## src/shared/mrac_map.svh

```systemverilog
// Notes on behaviour
// - hardware reset honoured only in normal mode
// - hardware reset defaults every register, lock included
// - transition end: irq low, done flag set
// - writing done bit one clears flag, irq
// - processor idle after any reset until started
// - hardware reset selects I2C port
// - setup bit 7 starts soft reset
// - soft reset keeps lock and threshold registers
// - soft reset keeps locked port choice
// - soft reset end clears bit, flags done
// - soft reset ignored outside normal mode
// - phase gain field bits 2 to 0
// - neutral gain field bits 5 to 3
// - voltage gain field bits 8 to 6
// - converter power per mode
// - modulator clock is master clock over 16
// - decimator averages bitstream into 24-bit words
// - done interrupt unmaskable until flag cleared
`ifndef MRAC_MAP_SVH
`define MRAC_MAP_SVH
`define MRAC_DONE_BIT        15
`define MRAC_SOFT_RST_BIT    7
`define MRAC_I2C_LOCK_BIT    1
`define MRAC_RUN_START       16'h0001
`define MRAC_RUN_STOP        16'h0000
`define MRAC_PHASE_LSB       0
`define MRAC_NEUTRAL_LSB     3
`define MRAC_VOLTAGE_LSB     6
`define MRAC_GAIN_MAX_CODE   3'h4
`define MRAC_GAIN_RST        9'h000
`define MRAC_SETUP_RST       16'h0000
`define MRAC_LOCK_RST        16'h0000
`define MRAC_THR_RST         16'h0000
`define MRAC_RUN_RST         16'h0000
`define MRAC_CLK_NS          25
`define MRAC_RST_MIN_NS      10000
`define MRAC_RST_MIN_CYC ((`MRAC_RST_MIN_NS + `MRAC_CLK_NS - 1) / `MRAC_CLK_NS)
`define MRAC_MOD_DIV         16
`define MRAC_TRANS_CYC       64
`define MRAC_SPI_FALLS       3
`define MRAC_OSR             128
`endif

```

## src/shared/mrac_pkg.sv

```systemverilog
package mrac_pkg;
   typedef enum logic [1:0]
   {
      normal_power_mode,
      reduced_power_mode,
      low_power_mode,
      sleep_power_mode
   } mrac_pmode_e;

   typedef enum logic [1:0]
   {
      ST_RUN,
      ST_PIN_LOW,
      ST_TRANS
   } mrac_state_e;

   // gain register fields, msb first as they sit in the register
   typedef struct packed
   {
      logic [2:0] voltage;
      logic [2:0] neutral;
      logic [2:0] phase;
   } mrac_gain_s;

   // converter enables: three phase currents, neutral, three voltages
   typedef struct packed
   {
      logic [2:0] volt;
      logic       neutral;
      logic [2:0] phase;
   } mrac_adc_en_s;
endpackage

```

## src/mrac_clkdiv.sv

```systemverilog
`timescale 1ns/1ps
`include "mrac_map.svh"
module mrac_clkdiv
#(
   parameter int DIV = `MRAC_MOD_DIV
)
(
   input  wire logic clk_in,
   input  wire logic arst_n_in,
   output logic      strobe_out
);
   logic [$clog2(DIV)-1:0] cnt_q;
   logic [$clog2(DIV)-1:0] cnt_d;
   logic                   stb_q;
   logic                   stb_d;

   // one-cycle strobe per modulator sample; a strobe avoids a derived clock
   always_comb
   begin
      stb_d = (cnt_q == $clog2(DIV)'(DIV - 1));
      cnt_d = stb_d ? '0 : cnt_q + 1'b1;
   end

   always_ff @(posedge clk_in or negedge arst_n_in)
   begin
      if (!arst_n_in)
      begin
         cnt_q <= '0;
         stb_q <= 1'b0;
      end
      else
      begin
         cnt_q <= cnt_d;
         stb_q <= stb_d;
      end
   end

   assign strobe_out = stb_q;
endmodule // mrac_clkdiv

```

## src/mrac_decim.sv

```systemverilog
`timescale 1ns/1ps
`include "mrac_map.svh"
module mrac_decim
#(
   parameter int OSR = `MRAC_OSR
)
(
   input  wire logic        clk_in,
   input  wire logic        arst_n_in,
   input  wire logic        enable_in,
   input  wire logic        sample_in,
   input  wire logic        bit_in,
   output logic [23:0]      word_out,
   output logic             valid_out
);
   localparam int CW = $clog2(OSR) + 1;
   localparam int SH = 25 - CW;

   logic [CW-1:0] ones_q;
   logic [CW-1:0] ones_d;
   logic [CW-1:0] n_q;
   logic [CW-1:0] n_d;
   logic [23:0]   word_q;
   logic [23:0]   word_d;
   logic          vld_d;
   logic          vld_q;
   logic [CW-1:0] ones_now;
   logic [CW:0]   diff;
   logic [24:0]   wide;

   // boxcar average of OSR modulator bits, centred and scaled to 24 bits
   always_comb
   begin
      ones_now = ones_q + CW'(bit_in);
      diff     = {1'b0, ones_now} - (CW + 1)'(OSR / 2);
      wide     = 25'($signed(diff)) <<< SH;
      ones_d   = ones_q;
      n_d      = n_q;
      word_d   = word_q;
      vld_d    = 1'b0;
      if (!enable_in)
      begin
         ones_d = '0;
         n_d    = '0;
      end
      else if (sample_in)
      begin
         if (n_q == CW'(OSR - 1))
         begin
            // full scale count overflows by one lsb, so saturate
            if (!wide[24] && wide[23])
               word_d = 24'h7fffff;
            else
               word_d = wide[23:0];
            vld_d  = 1'b1;
            ones_d = '0;
            n_d    = '0;
         end
         else
         begin
            ones_d = ones_now;
            n_d    = n_q + 1'b1;
         end
      end
   end

   always_ff @(posedge clk_in or negedge arst_n_in)
   begin
      if (!arst_n_in)
      begin
         ones_q <= '0;
         n_q    <= '0;
         word_q <= 24'h000000;
         vld_q  <= 1'b0;
      end
      else
      begin
         ones_q <= ones_d;
         n_q    <= n_d;
         word_q <= word_d;
         vld_q  <= vld_d;
      end
   end

   assign word_out  = word_q;
   assign valid_out = vld_q;
endmodule // mrac_decim

```

## src/mrac_top.sv

```systemverilog
`timescale 1ns/1ps
`include "mrac_map.svh"
module mrac_top
#(
   parameter int TRANS_CYC = `MRAC_TRANS_CYC,
   parameter int OSR       = `MRAC_OSR
)
(
   input  wire logic                  clk_in,
   input  wire logic                  arst_n_in,
   input  wire logic                  reset_pin_n_in,
   input  wire mrac_pkg::mrac_pmode_e power_mode_in,
   input  wire logic                  slave_select_pin_n_in,
   input  wire logic                  setup_wr_in,
   input  wire logic [15:0]           setup_data_in,
   input  wire logic                  status_wr_in,
   input  wire logic [15:0]           status_data_in,
   input  wire logic                  gain_wr_in,
   input  wire mrac_pkg::mrac_gain_s  gain_data_in,
   input  wire logic                  lock_wr_in,
   input  wire logic [15:0]           lock_data_in,
   input  wire logic                  thr_wr_in,
   input  wire logic [15:0]           thr_data_in,
   input  wire logic                  run_wr_in,
   input  wire logic [15:0]           run_data_in,
   input  wire logic [6:0]            mod_bits_in,
   output logic                       secondary_interrupt_pin_n_out,
   output logic                       reset_done_flag_out,
   output logic [15:0]                setup_out,
   output mrac_pkg::mrac_gain_s       gain_out,
   output logic [2:0]                 gain_reserved_out,
   output logic [15:0]                lock_out,
   output logic [15:0]                thr_out,
   output logic [15:0]                run_out,
   output logic                       dsp_running_out,
   output logic                       spi_active_out,
   output logic                       port_locked_out,
   output logic                       in_reset_out,
   output mrac_pkg::mrac_adc_en_s     adc_en_out,
   output logic                       mod_strobe_out,
   output logic [6:0][23:0]           adc_word_out,
   output logic [6:0]                 adc_valid_out
);
   localparam int LW = $clog2(`MRAC_RST_MIN_CYC + 1);
   localparam int TW = $clog2(TRANS_CYC + 1);

   // true when a three-bit gain code is one of the five defined gains
   function automatic logic gain_code_ok(input logic [2:0] code);
      gain_code_ok = (code <= `MRAC_GAIN_MAX_CODE);
   endfunction

   mrac_pkg::mrac_state_e  st_q;
   mrac_pkg::mrac_state_e  st_d;
   logic                   rst_s1_q;
   logic                   rst_s2_q;
   logic [LW-1:0]          low_q;
   logic [LW-1:0]          low_d;
   logic [TW-1:0]          tr_q;
   logic [TW-1:0]          tr_d;
   logic                   hw_trans_q;
   logic                   hw_trans_d;
   logic                   done_q;
   logic                   done_d;
   logic [15:0]            setup_q;
   logic [15:0]            setup_d;
   mrac_pkg::mrac_gain_s   gain_q;
   mrac_pkg::mrac_gain_s   gain_d;
   logic [15:0]            lock_q;
   logic [15:0]            lock_d;
   logic [15:0]            thr_q;
   logic [15:0]            thr_d;
   logic [15:0]            run_q;
   logic [15:0]            run_d;
   logic                   spi_q;
   logic                   spi_d;
   logic                   locked_q;
   logic                   locked_d;
   logic [1:0]             falls_q;
   logic [1:0]             falls_d;
   logic                   ss_prev_q;
   logic                   normal;
   logic                   sw_req;
   logic                   trans_end;
   mrac_pkg::mrac_adc_en_s adc_en;
   logic                   mod_stb;

   // two-flop synchroniser; only the second stage feeds the logic
   always_ff @(posedge clk_in or negedge arst_n_in)
   begin
      if (!arst_n_in)
      begin
         rst_s1_q  <= 1'b1;
         rst_s2_q  <= 1'b1;
         ss_prev_q <= 1'b1;
      end
      else
      begin
         rst_s1_q  <= reset_pin_n_in;
         rst_s2_q  <= rst_s1_q;
         ss_prev_q <= slave_select_pin_n_in;
      end
   end

   assign normal    = (power_mode_in == mrac_pkg::normal_power_mode);
   assign trans_end = (st_q == mrac_pkg::ST_TRANS)
                      && (tr_q == TW'(TRANS_CYC - 1));
   // a low pin owns the sequencer, so a soft request then is dropped
   assign sw_req    = setup_wr_in && setup_data_in[`MRAC_SOFT_RST_BIT]
                      && normal && rst_s2_q
                      && (st_q == mrac_pkg::ST_RUN);

   // reset sequencer: measures the pin low time, runs the transition
   always_comb
   begin
      st_d       = st_q;
      low_d      = low_q;
      tr_d       = tr_q;
      hw_trans_d = hw_trans_q;
      case (st_q)
         mrac_pkg::ST_RUN:
         begin
            low_d = '0;
            tr_d  = '0;
            if (!rst_s2_q && normal)
               st_d = mrac_pkg::ST_PIN_LOW;
            else if (sw_req)
            begin
               st_d       = mrac_pkg::ST_TRANS;
               hw_trans_d = 1'b0;
            end
         end
         mrac_pkg::ST_PIN_LOW:
         begin
            if (low_q != LW'(`MRAC_RST_MIN_CYC))
               low_d = low_q + 1'b1;
            if (rst_s2_q)
            begin
               // a pulse shorter than the minimum is dropped as a glitch
               if (low_q == LW'(`MRAC_RST_MIN_CYC))
               begin
                  st_d       = mrac_pkg::ST_TRANS;
                  hw_trans_d = 1'b1;
               end
               else
                  st_d = mrac_pkg::ST_RUN;
            end
         end
         mrac_pkg::ST_TRANS:
         begin
            tr_d = tr_q + 1'b1;
            if (trans_end)
               st_d = mrac_pkg::ST_RUN;
         end
         default:
            st_d = mrac_pkg::ST_RUN;
      endcase
   end

   // register file with reset defaults applied on entry to the transition
   always_comb
   begin
      setup_d  = setup_q;
      gain_d   = gain_q;
      lock_d   = lock_q;
      thr_d    = thr_q;
      run_d    = run_q;
      done_d   = done_q;
      spi_d    = spi_q;
      locked_d = locked_q;
      falls_d  = falls_q;
      if (st_q == mrac_pkg::ST_TRANS)
      begin
         // writes are not taken while the transition runs
         done_d = trans_end;
         if (trans_end)
            setup_d[`MRAC_SOFT_RST_BIT] = 1'b0;
         if (tr_q == '0)
         begin
            setup_d = (hw_trans_q) ? `MRAC_SETUP_RST
                      : (`MRAC_SETUP_RST | (16'h0001 << `MRAC_SOFT_RST_BIT));
            gain_d  = `MRAC_GAIN_RST;
            run_d   = `MRAC_RUN_RST;
            falls_d = '0;
            if (hw_trans_q)
            begin
               lock_d   = `MRAC_LOCK_RST;
               thr_d    = `MRAC_THR_RST;
               spi_d    = 1'b0;
               locked_d = 1'b0;
            end
            else if (!locked_q)
               spi_d = 1'b0;
         end
      end
      else
      begin
         if (setup_wr_in && !sw_req)
            setup_d = setup_data_in & ~(16'h0001 << `MRAC_SOFT_RST_BIT);
         else if (sw_req)
            setup_d = setup_data_in;
         if (gain_wr_in)
            gain_d = gain_data_in;
         if (thr_wr_in)
            thr_d = thr_data_in;
         if (run_wr_in)
            run_d = run_data_in;
         // flag stays until software clears it or a new transition starts, whatever the masks say
         if (status_wr_in && status_data_in[`MRAC_DONE_BIT])
            done_d = 1'b0;
         if (lock_wr_in)
         begin
            lock_d = lock_data_in;
            if (spi_q || lock_data_in[`MRAC_I2C_LOCK_BIT])
               locked_d = 1'b1;
         end
         // third falling edge on slave select moves to the spi port
         if (!locked_q && !spi_q && ss_prev_q && !slave_select_pin_n_in)
         begin
            if (falls_q == 2'(`MRAC_SPI_FALLS - 1))
            begin
               spi_d   = 1'b1;
               falls_d = '0;
            end
            else
               falls_d = falls_q + 1'b1;
         end
         // a stale flag must not read set while the transition runs
         if (st_d == mrac_pkg::ST_TRANS)
            done_d = 1'b0;
      end
   end

   always_ff @(posedge clk_in or negedge arst_n_in)
   begin
      if (!arst_n_in)
      begin
         st_q       <= mrac_pkg::ST_RUN;
         low_q      <= '0;
         tr_q       <= '0;
         hw_trans_q <= 1'b0;
         done_q     <= 1'b0;
         setup_q    <= `MRAC_SETUP_RST;
         gain_q     <= `MRAC_GAIN_RST;
         lock_q     <= `MRAC_LOCK_RST;
         thr_q      <= `MRAC_THR_RST;
         run_q      <= `MRAC_RUN_RST;
         spi_q      <= 1'b0;
         locked_q   <= 1'b0;
         falls_q    <= '0;
      end
      else
      begin
         st_q       <= st_d;
         low_q      <= low_d;
         tr_q       <= tr_d;
         hw_trans_q <= hw_trans_d;
         done_q     <= done_d;
         setup_q    <= setup_d;
         gain_q     <= gain_d;
         lock_q     <= lock_d;
         thr_q      <= thr_d;
         run_q      <= run_d;
         spi_q      <= spi_d;
         locked_q   <= locked_d;
         falls_q    <= falls_d;
      end
   end

   // converter power follows the mode; all off during the transition
   always_comb
   begin
      adc_en = '0;
      if (st_q != mrac_pkg::ST_TRANS)
      begin
         case (power_mode_in)
            mrac_pkg::normal_power_mode:  adc_en = '1;
            mrac_pkg::reduced_power_mode: adc_en.phase = 3'h7;
            default:                      adc_en = '0;
         endcase
      end
   end

   mrac_clkdiv #(
      .DIV (`MRAC_MOD_DIV)
   ) u_div (
      .clk_in     (clk_in),
      .arst_n_in  (arst_n_in),
      .strobe_out (mod_stb)
   );

   // one decimator per converter, gated by its power enable
   for (genvar i = 0; i < 7; i++)
   begin : g_adc
      mrac_decim #(
         .OSR (OSR)
      ) u_dec (
         .clk_in    (clk_in),
         .arst_n_in (arst_n_in),
         .enable_in (adc_en[i]),
         .sample_in (mod_stb),
         .bit_in    (mod_bits_in[i]),
         .word_out  (adc_word_out[i]),
         .valid_out (adc_valid_out[i])
      );
   end

   assign secondary_interrupt_pin_n_out = ~done_q;
   assign reset_done_flag_out = done_q;
   assign setup_out           = setup_q;
   assign gain_out            = gain_q;
   assign gain_reserved_out   = {~gain_code_ok(gain_q.voltage),
                                 ~gain_code_ok(gain_q.neutral),
                                 ~gain_code_ok(gain_q.phase)};
   assign lock_out            = lock_q;
   assign thr_out             = thr_q;
   assign run_out             = run_q;
   // processor runs only after the start word and outside the transition
   assign dsp_running_out     = (run_q == `MRAC_RUN_START)
                                && (st_q != mrac_pkg::ST_TRANS);
   assign spi_active_out      = spi_q;
   assign port_locked_out     = locked_q;
   assign in_reset_out        = (st_q == mrac_pkg::ST_TRANS);
   assign adc_en_out          = adc_en;
   assign mod_strobe_out      = mod_stb;
endmodule // mrac_top

```

## config.mk

```make
export PLATFORM = sky130hd
export DESIGN_NAME = mrac_top
export DESIGN_NICKNAME = d
export VERILOG_FILES = /design/src/shared/mrac_pkg.sv /design/src/mrac_clkdiv.sv /design/src/mrac_decim.sv /design/src/mrac_top.sv
export VERILOG_INCLUDE_DIRS = /design/src /design/src/shared
export SDC_FILE = /design/constraint.sdc
export NUM_CORES = 1
export LEC_CHECK = 0
export BUFFER_PORTS_ARGS = -buffer_cell sky130_fd_sc_hd__buf_2
export CAP_MARGIN = 20
export CORE_MARGIN = 3
export CORE_UTILIZATION = 40
export CTS_BUF_LIST = sky130_fd_sc_hd__clkbuf_8
export DETAILED_ROUTE_END_ITERATION = 8
export SLEW_MARGIN = 20
export SYNTH_ARGS = -nofsm -noshare
export SYNTH_HDL_FRONTEND = slang
export SYNTH_SLANG_ARGS = --single-unit
```

## constraint.sdc

```tcl
create_clock -name clk_in -period 3.99 [get_ports clk_in]
set_clock_uncertainty 0.1 [all_clocks]
set_input_delay 0.5985 -clock clk_in [delete_from_list [all_inputs] [get_ports clk_in]]
set_output_delay 0.5985 -clock clk_in [all_outputs]
set_load 0.02 [all_outputs]
```

## Yosys cells after proc, flatten, opt, wreduce, memory -nomap -nowiden

Cells that the tools add are included.

- $add $sub $neg: 25
- Magnitude comparators: 3
- Equal/unequal tests: 34
- Muxes and demuxes: 124
- Bitwise operators: 4
- Reductions and logical operators: 65

Operators by type and width:

| kind | count |
|---|---|
| two-way mux 8 bit | 43 |
| two-way mux 16 bit | 13 |
| two-way mux 24 bit | 7 |
| adder 8 x 1 -> 8 bit | 7 |
| adder 8 x 1 -> 8 bit (second input constant) | 7 |
| == test 8 x 7 -> 1 bit (second input constant) | 7 |
| subtractor 8 x 7 -> 8 bit (second input constant) | 7 |
| two-way mux 1 bit | 40 |
| two-way mux 9 bit | 4 |
| AND reduction 3 bit | 9 |
| logical AND 1 bit | 19 |
| two-way mux 2 bit | 9 |
| inequality test 2 x 1 -> 1 bit (second input constant) | 9 |
| one-hot mux 9 bit (2 select lines) | 1 |
| nonzero test 2 bit | 9 |
| == test 16 x 1 -> 1 bit (second input constant) | 1 |
| one-hot mux 7 bit (2 select lines) | 1 |
| zero test 1 bit | 12 |
| inequality test 2 bit (second input constant) | 6 |
| AND reduction 2 bit | 6 |
| adder 9 x 1 -> 9 bit (second input constant) | 1 |
| == test 9 bit (second input constant) | 1 |
| <= comparator 3 bit (second input constant) | 3 |
| inequality test 9 bit (second input constant) | 1 |
| 22 further kinds | 32 |

- Bits in registers: 392
- Bits of input ports: 108
- Output and inout bits: 265
- Word-level logic and storage cells: 304

## Logic depth before layout (Yosys ltp)

Gate-level depths: netlist of the first run.

- Depth in word-level cells: 10
- Depth in mapped cells: 8
- Gate-level depth less buffers: 6

## Hierarchy

From an unflattened synthesis of the first run, not the netlist that was laid out.

- Cell total of the unflattened synthesis: 1419
- Area total of the unflattened synthesis: 14749.1 um^2

Modules (own cells, without submodules):

| module | instances | cells an instance | area an instance (um^2) | sequential area each (um^2) |
|---|---|---|---|---|
| mrac_decim | 7 | 143 | 1466.4 | 625.6 |
| mrac_top | 1 | 404 | 4290.4 | 2506.2 |
| mrac_clkdiv | 1 | 14 | 193.9 | 125.1 |

## Worst setup path before layout of the first run

No wires, ideal clock.

- Kind: register to output
- Start point: register st_q[0]
- End point: output port adc_en_out[3] (netlist name)
- Data arrival time: 1.631 ns
- Required time: 3.292 ns
- Path slack: 1.661 ns
- Cell stages (with the launch flop): 8
- Path buffers: 4
- Cell sequence: dfrtp_1 > nand2b_2 > buf_2 > clkbuf_1 > nand2_1 > clkbuf_1 > inv_1 > buf_4

- Cells in the longest elaborated chain, start to end: 2

RTL lines:

| element | RTL line | source |
|---|---|---|
| start: declaration | mrac_top.sv:52 | `mrac_pkg::mrac_state_e st_q;` |
| start signal: assignment | mrac_top.sv:237 | `st_q <= mrac_pkg::ST_RUN;` |
| start signal: assignment | mrac_top.sv:253 | `st_q <= st_d;` |
| inequality test 2 bit | mrac_top.sv:273 | `if (st_q != mrac_pkg::ST_TRANS)` |
| two-way mux 7 bit | mrac_top.sv:273 |  |
| end: declaration | mrac_top.sv:39 | `output mrac_pkg::mrac_adc_en_s adc_en_out,` |

Every way passes these cells.

==> summary.txt, run 1 <==
Outcome
  • Status: finished clean

Global routing
  • Initial antenna violation count: 0
  • GRT Util Overall: 0.178
  • Pin count of the biggest net entering global routing: 85
  • Vias in the first global route: 11000
  • First-pass GRT wire length: between 50 and 60 mm
  • Grt total ovfl: 0

Clock network
  • CTS tree: done
  • Clock sinks: 280
  • Clock H-tree levels: 2
  • Worst-path clk slew: approximately 0.060 ns
  • Worst skew pair latency: 0.60 ns
  • Clock Tree Buf Depth: 3
  • Root Driver: clkbuf_8
  • TritonCTS buffer count: around 50
  • Setup bufs post-CTS: 0

Setup path
  • Crit. End Element: primary output
  • Startpoint types: flop
  • Critical path arrival: around 2.5 ns
  • CP Class: reg2out
  • Required time of the worst setup path: about 3.3 ns
  • Worst-path fanout max: 18

Floorplan
  • # rows: a little under 70
  • # IOs: between 300 and 400
  • Chip Width: a little under 200 um
  • Starting Density: 0.408
  • DIE HEIGHT: around 190 um
  • Die area: around 0.038 sq mm
  • Core Region: between 0.03 and 0.04 sq mm

Finish
  • # nets final: approximately 1800
  • # diodes: 0
  • Fraction of layout cells with a size suffix above 1: 0.293
  • Sequential Area: between 0.007 and 0.008 sq mm
  • Final Core Density: 0.477
  • Most frequent cells in the layout: 356 x buf_2, 277 x dfrtp_1, 93 x nand2_1
  • Multi-input combinational cell area: around 0.0057 sq mm
  • Area grow syn2layout: 16.9%
  • Fin area: 0.0166 sq mm
  • Layout fillers: around 3300
  • Most common cell after layout, fill and taps aside: buf_2

Placed design
  • DP HPWL: between 20 and 25 mm
  • Dpl cell area: between 0.015 and 0.02 sq mm
  • Gp weighted congestion: ~0.77
  • Port Buffers: roughly 360

Detailed routing
  • Pre-antenna DRT Iters: 5
  • DRT Wirelength: 34.3 mm
  • Antenna Nets Post-Route: 0
  • Post-route DRC: 0
  • Via Count: 11100
  • Via density: approximately 5.2
  • Iteration-0 DRC Markers: just under 500
  • Post-DR wirelength/cell: roughly 16 um

Logic synthesis
  • Syn nets: about 1500
  • Syn Inst Count: around 1400
  • Top cells by area, synth: dfrtp_1 49%, buf_4 6.8%, a22o_1 4.5%
  • Mapped cell area: ~0.014 sq mm
  • Syn Area/Cell: ~10 sq um
  • Post-synth cell types: between 70 and 80
  • Post-synth top area cell: dfrtp_1
  • Post-synth top area share: 0.488
  • EDFF count, synth: 0
  • Seq/Total Area, Yosys: 0.493
  • Flops & latches, synth: 280
  • Post-synth top flop: dfrtp_1
  • Yosys warns: 0
  • Post-synthesis async set-or-reset flop share: 1.00

STA
  • Final number of setup-violating endpoints: 0
  • F_max: between 0.3 and 0.4 GHz
  • Period utilization: 0.806
  • Worst relative slew slack: 0.323
  • Pins Over Slew Limit: 0
  • RSZ-0062 raised after global routing: false
  • Worst-Margin Slew: around 1.0 ns
  • TNS Setup: 0 ns
  • Final Critical Period: between 3 and 4 ns
  • Final Hold Fails: 0

Hold path
  • Hold Crit Class: in2reg

Power and ir drop
  • IR drop worst, VDD: 0.377 mV
  • Pwr Density: 502 mW/mm^2
  • Leakage: 8.26 nW

Run
  • Number of max-cap violations: 0
-- cell families (layout without fill, tap and decap cells) --
family | count (synthesis) | in the layout | synth area share
XOR/XNOR | 53 | 53 | 0.0327
AND/OR/NAND/NOR | 402 | 402 | 0.156
flip-flops | 280 | 280 | 0.493
adder cells (fa/ha/maj) | 26 | 26 | 0.0229
AO/OA/AOI/OAI | 349 | 349 | 0.173
buffers and inverters | 264 | 544 | 0.106
multiplexers | 23 | 23 | 0.0165
-- sequential cells by signal, summed over array words and instances, names as in the netlist, 4 cells and up --
register / flops
gain_out: 9
low_q: 9
g_adc.u_dec.n_q: 56
thr_out: 16
run_out: 16
tr_q: 7
u_div.cnt_q: 4
lock_out: 16
setup_out: 16
g_adc.u_dec.valid_out: 7
g_adc.u_dec.word_out: 56
g_adc.u_dec.ones_q: 56
-- routing by layer --
| metal | wire length (um) | global-route usage | vias to the layer above |
|---|---|---|---|
| li1 | - | - | 5400 |
| met1 | 15300 | 0.234 | 5345 |
| met2 | 16200 | 0.290 | 312 |
| met3 | 2110 | 0.0418 | 50 |
| met4 | 767 | 0.0585 | 0 |
| met5 | 0 | 0 | - |
-- layout make-up --
class                   instances  share of cell area
flip-flops and latches        280               0.422
multi-input cells             853               0.344
repair buffers                380               0.121
inverters                      75              0.0170
clock buffers                  68              0.0564
well taps                     455              0.0343
clock inverters                21             0.00580
-- synthesized netlist by cell type, types with 17 or more instances --
cell      number
and3_1        20
clkbuf_1      36
nand3_1       82
o21ai_0       88
nor3_1        22
xnor2_1       25
or3_1         26
xor2_1        28
buf_2         19
inv_1         73
mux2i_1       20
buf_4        128
a21oi_1       49
nor2_1        50
o22a_1        17
dfrtp_1      277
nand4_1       18
ha_1          26
a22o_1        73
a31oi_1       41
nand2_1       93
-- report_power, final --
group          leakage (nW)  switching (W)  total [W]  internal, W
registers              3.77       0.000322    0.00357      0.00325
clock network         0.580        0.00122    0.00273      0.00151
logic                  3.91        0.00134    0.00202     0.000682
-- stage by stage --
step                      cells  power [W]  worst slack [ns]  hold WS (ns)
after global placement     2040    0.00564              1.09         0.246
after CTS                  2132    0.00848             0.669        0.0519
final                      2132    0.00833             0.772         0.123
after floorplan            1397    0.00485              1.66         0.203
after global routing       2132    0.00884             0.520        0.0865
after detailed placement   2040    0.00566              1.02         0.247
-- critical path, cell delays in order, from the launching register on --
cell and delay [ns]:
dfrtp_1 0.64, nand2b_2 0.42, nand2_1 0.49, inv_1 0.17
buf_2 0.20
-- repair_timing --
action,CTS,global route
hold buffers,3,0
hold endpoints to repair,79,0
gates resized for setup,0,0
-- path summary, 6_finish.rpt --
kind                             startpoint  cells after the start  slack (ns)                           to
max                                 st_q[1]                      4        0.77                adc_en_out[4]
min                        setup_data_in[1]                      2        0.12                 setup_out[1]
max reg2reg                         st_q[0]                      7        1.07     g_adc[5].u_dec.ones_q[7]
min reg2reg                        rst_s1_q                      0        0.25                     rst_s2_q
max in group asynchronous         arst_n_in                      3        2.39                 lock_out[14]
min in group asynchronous         arst_n_in                      2        0.47  g_adc[6].u_dec.word_out[17]
Power figures use the tool's default switching activity.
==> inputs of run 2 (changes only) <==
Settings changed: PLACE_DENSITY set to 0.66.
Clock period 3.99 ns to 2.8 ns, I/O delays scaled along.
==> run 2 against run 1 <==
Via count rose by 4.7%. Critical path depth rose by 1. Register-to-register slack got worse by 0.60 ns. First-iteration DRC count rose by 10%. Sequential cell count did not move. Wire length rose by 1.6%. Worst setup slack got worse by 0.64 ns. Core utilization rose by 2.6 points. Combinational power rose by 50%. Total power rose by 45%. Clock-buffer cell count fell by 3.
==> summary.txt, run 2 (same netlist as run 1, synthesis figures left out) <==
Global routing
  • First-pass GRT wire length: between 50 and 60 mm
  • GR Util met2: 0.293
  • Vias in the first global route: ~11000
  • Met1 Usage GRT: 0.239
  • Grt total ovfl: 0
  • Met3 usage: 0.0395
  • Initial antenna violation count: 1
  • Pin count of the biggest net entering global routing: 65
  • GRT Util Overall: 0.179
  • Most used routing layer in global routing: met2

Floorplan
  • DIE HEIGHT: 194 um
  • # rows: slightly below 70
  • Core Region: roughly 0.035 sq mm
  • Die area: about 0.038 sq mm
  • Chip Width: between 150 and 200 um
  • # IOs: roughly 370
  • Starting Density: 0.408

Setup path
  • Startpoint types: flop
  • Worst-path fanout max: 12
  • CP Class: reg2out
  • Crit. End Element: primary output
  • FF-to-FF setup slack: around 0.47 ns
  • Critical path arrival: about 2.2 ns
  • Required time of the worst setup path: around 2.3 ns

STA
  • Pins Over Slew Limit: 0
  • Final Critical Period: 2.67 ns
  • Worst relative slew slack: 0.304
  • Final Hold Fails: 0
  • Final number of setup-violating endpoints: 0
  • Period utilization: 0.953
  • TNS Setup: 0 ns
  • F_max: about 0.37 GHz
  • Worst-Margin Slew: 1.04 ns
  • RSZ-0062 raised after global routing: false

Outcome
  • Status: finished clean

Finish
  • Layout fillers: 3164
  • Area grow syn2layout: 23.2%
  • Fin area: approximately 0.017 sq mm
  • # diodes: 0
  • Fraction of layout cells with a size suffix above 1: 0.283
  • # nets final: about 1900
  • Most frequent cells in the layout: 356 x buf_2, 277 x dfrtp_1, 93 x nand2_1
  • Most common cell after layout, fill and taps aside: buf_2

Hold path
  • Hold Crit Class: in2reg

Run
  • Number of max-cap violations: 0

Clock network
  • Clock H-tree levels: 2
  • Clock sinks: 280
  • Root Driver: clkbuf_8
  • TritonCTS buffer count: 49
  • Clock Tree Buf Depth: 3
  • Worst skew pair latency: 0.58 ns
  • Worst-path clk slew: 0.06 ns
  • CTS tree: done

Detailed routing
  • Antenna Nets Post-Route: 0
  • Iteration-0 DRC Markers: 547
  • Post-route DRC: 0
  • DRT Wirelength: approximately 35 mm
  • Pre-antenna DRT Iters: 5
  • Post-DR wirelength/cell: 15.7 um
  • Via density: roughly 5.2
  • Via Count: between 10000 and 15000

Power and ir drop
  • IR drop worst, VDD: ~0.60 mV
  • Leakage: 8.66 nW
  • Pwr Density: 691 mW/mm^2

Placed design
  • Port Buffers: 357
  • Dpl cell area: around 0.016 sq mm
  • Gp weighted congestion: roughly 0.85
  • DP HPWL: between 20 and 25 mm
## run 2: cell count changes in the layout (fill, tap and decap cells not counted), sizes merged
| cell | change |
|---|---|
| clkinv | -5 |
| buf | +12 |
| clkbuf | -3 |
| dlygate4sd3 | +72 |
| inv | +6 |
| clkinvlp | +1 |
| bufinv | +2 |
## run 2: final cells by class
class                   count  area, sq um  area share
inverters                  75          282      0.0161
clock inverters            25          169     0.00965
repair buffers            464         2860       0.164
clock buffers              65          895      0.0511
flip-flops and latches    280         7010       0.401
well taps                 455          569      0.0325
multi-input cells         853         5710       0.326
## run 2: timing repair
item                       4_1_cts  5_1_grt
hold buffers                    75        0
resized for setup                1        0
setup endpoints to repair        1        0
buffers inserted                 0        0
hold endpoints to repair       132        0
## run 2: worst paths after layout
path | depth (start not counted) | endpoint | startpoint
setup reg to reg | 5 | g_adc[6].u_dec.word_out[20] | g_adc[6].u_dec.n_q[0]
max in group asynchronous | 3 | ss_prev_q | arst_n_in
hold / removal | 3 | hw_trans_q | setup_data_in[7]
hold reg to reg | 0 | rst_s2_q | rst_s1_q
min in group asynchronous | 2 | g_adc[6].u_dec.word_out[21] | arst_n_in
setup / recovery | 5 | dsp_running_out | st_q[1]
## run 2: power by group
| group | internal (W) | switching [W] |
|---|---|---|
| clock network | 0.00226 | 0.00169 |
| registers | 0.00463 | 0.000474 |
| logic | 0.00107 | 0.00195 |
## run 2: metrics by stage
stage / utilization / hold WS [ns] / setup WS, ns / std cells / total power [W]
floorplan: - / 0.0244 / 0.649 / 1397 / 0.00691
global placement: 0.450 / 0.250 / 0.395 / 2051 / 0.00804
detailed placement: 0.450 / 0.253 / 0.370 / 2051 / 0.00808
CTS: 0.503 / 0.0719 / 0.0232 / 2216 / 0.0122
global route: 0.503 / 0.0934 / 0.00904 / 2217 / 0.0128
finish: 0.503 / 0.115 / 0.131 / 2217 / 0.0121
## run 2: worst max-delay path, stage by stage, from the launching register on
cell	delay, ns
dfrtp_1	0.40
nand2b_4	0.20
inv_2	0.20
buf_4	0.22
nor3_1	0.30
buf_2	0.23
## run 2: layer usage
layer  vias to the layer above  part of all wire  wire (um)
li1                       5579                 -          -
met1                      5611              0.44      15500
met2                       382              0.47      16400
met3                        60             0.061       2140
met4                         2             0.024        840
met5                         -           0.00037         13
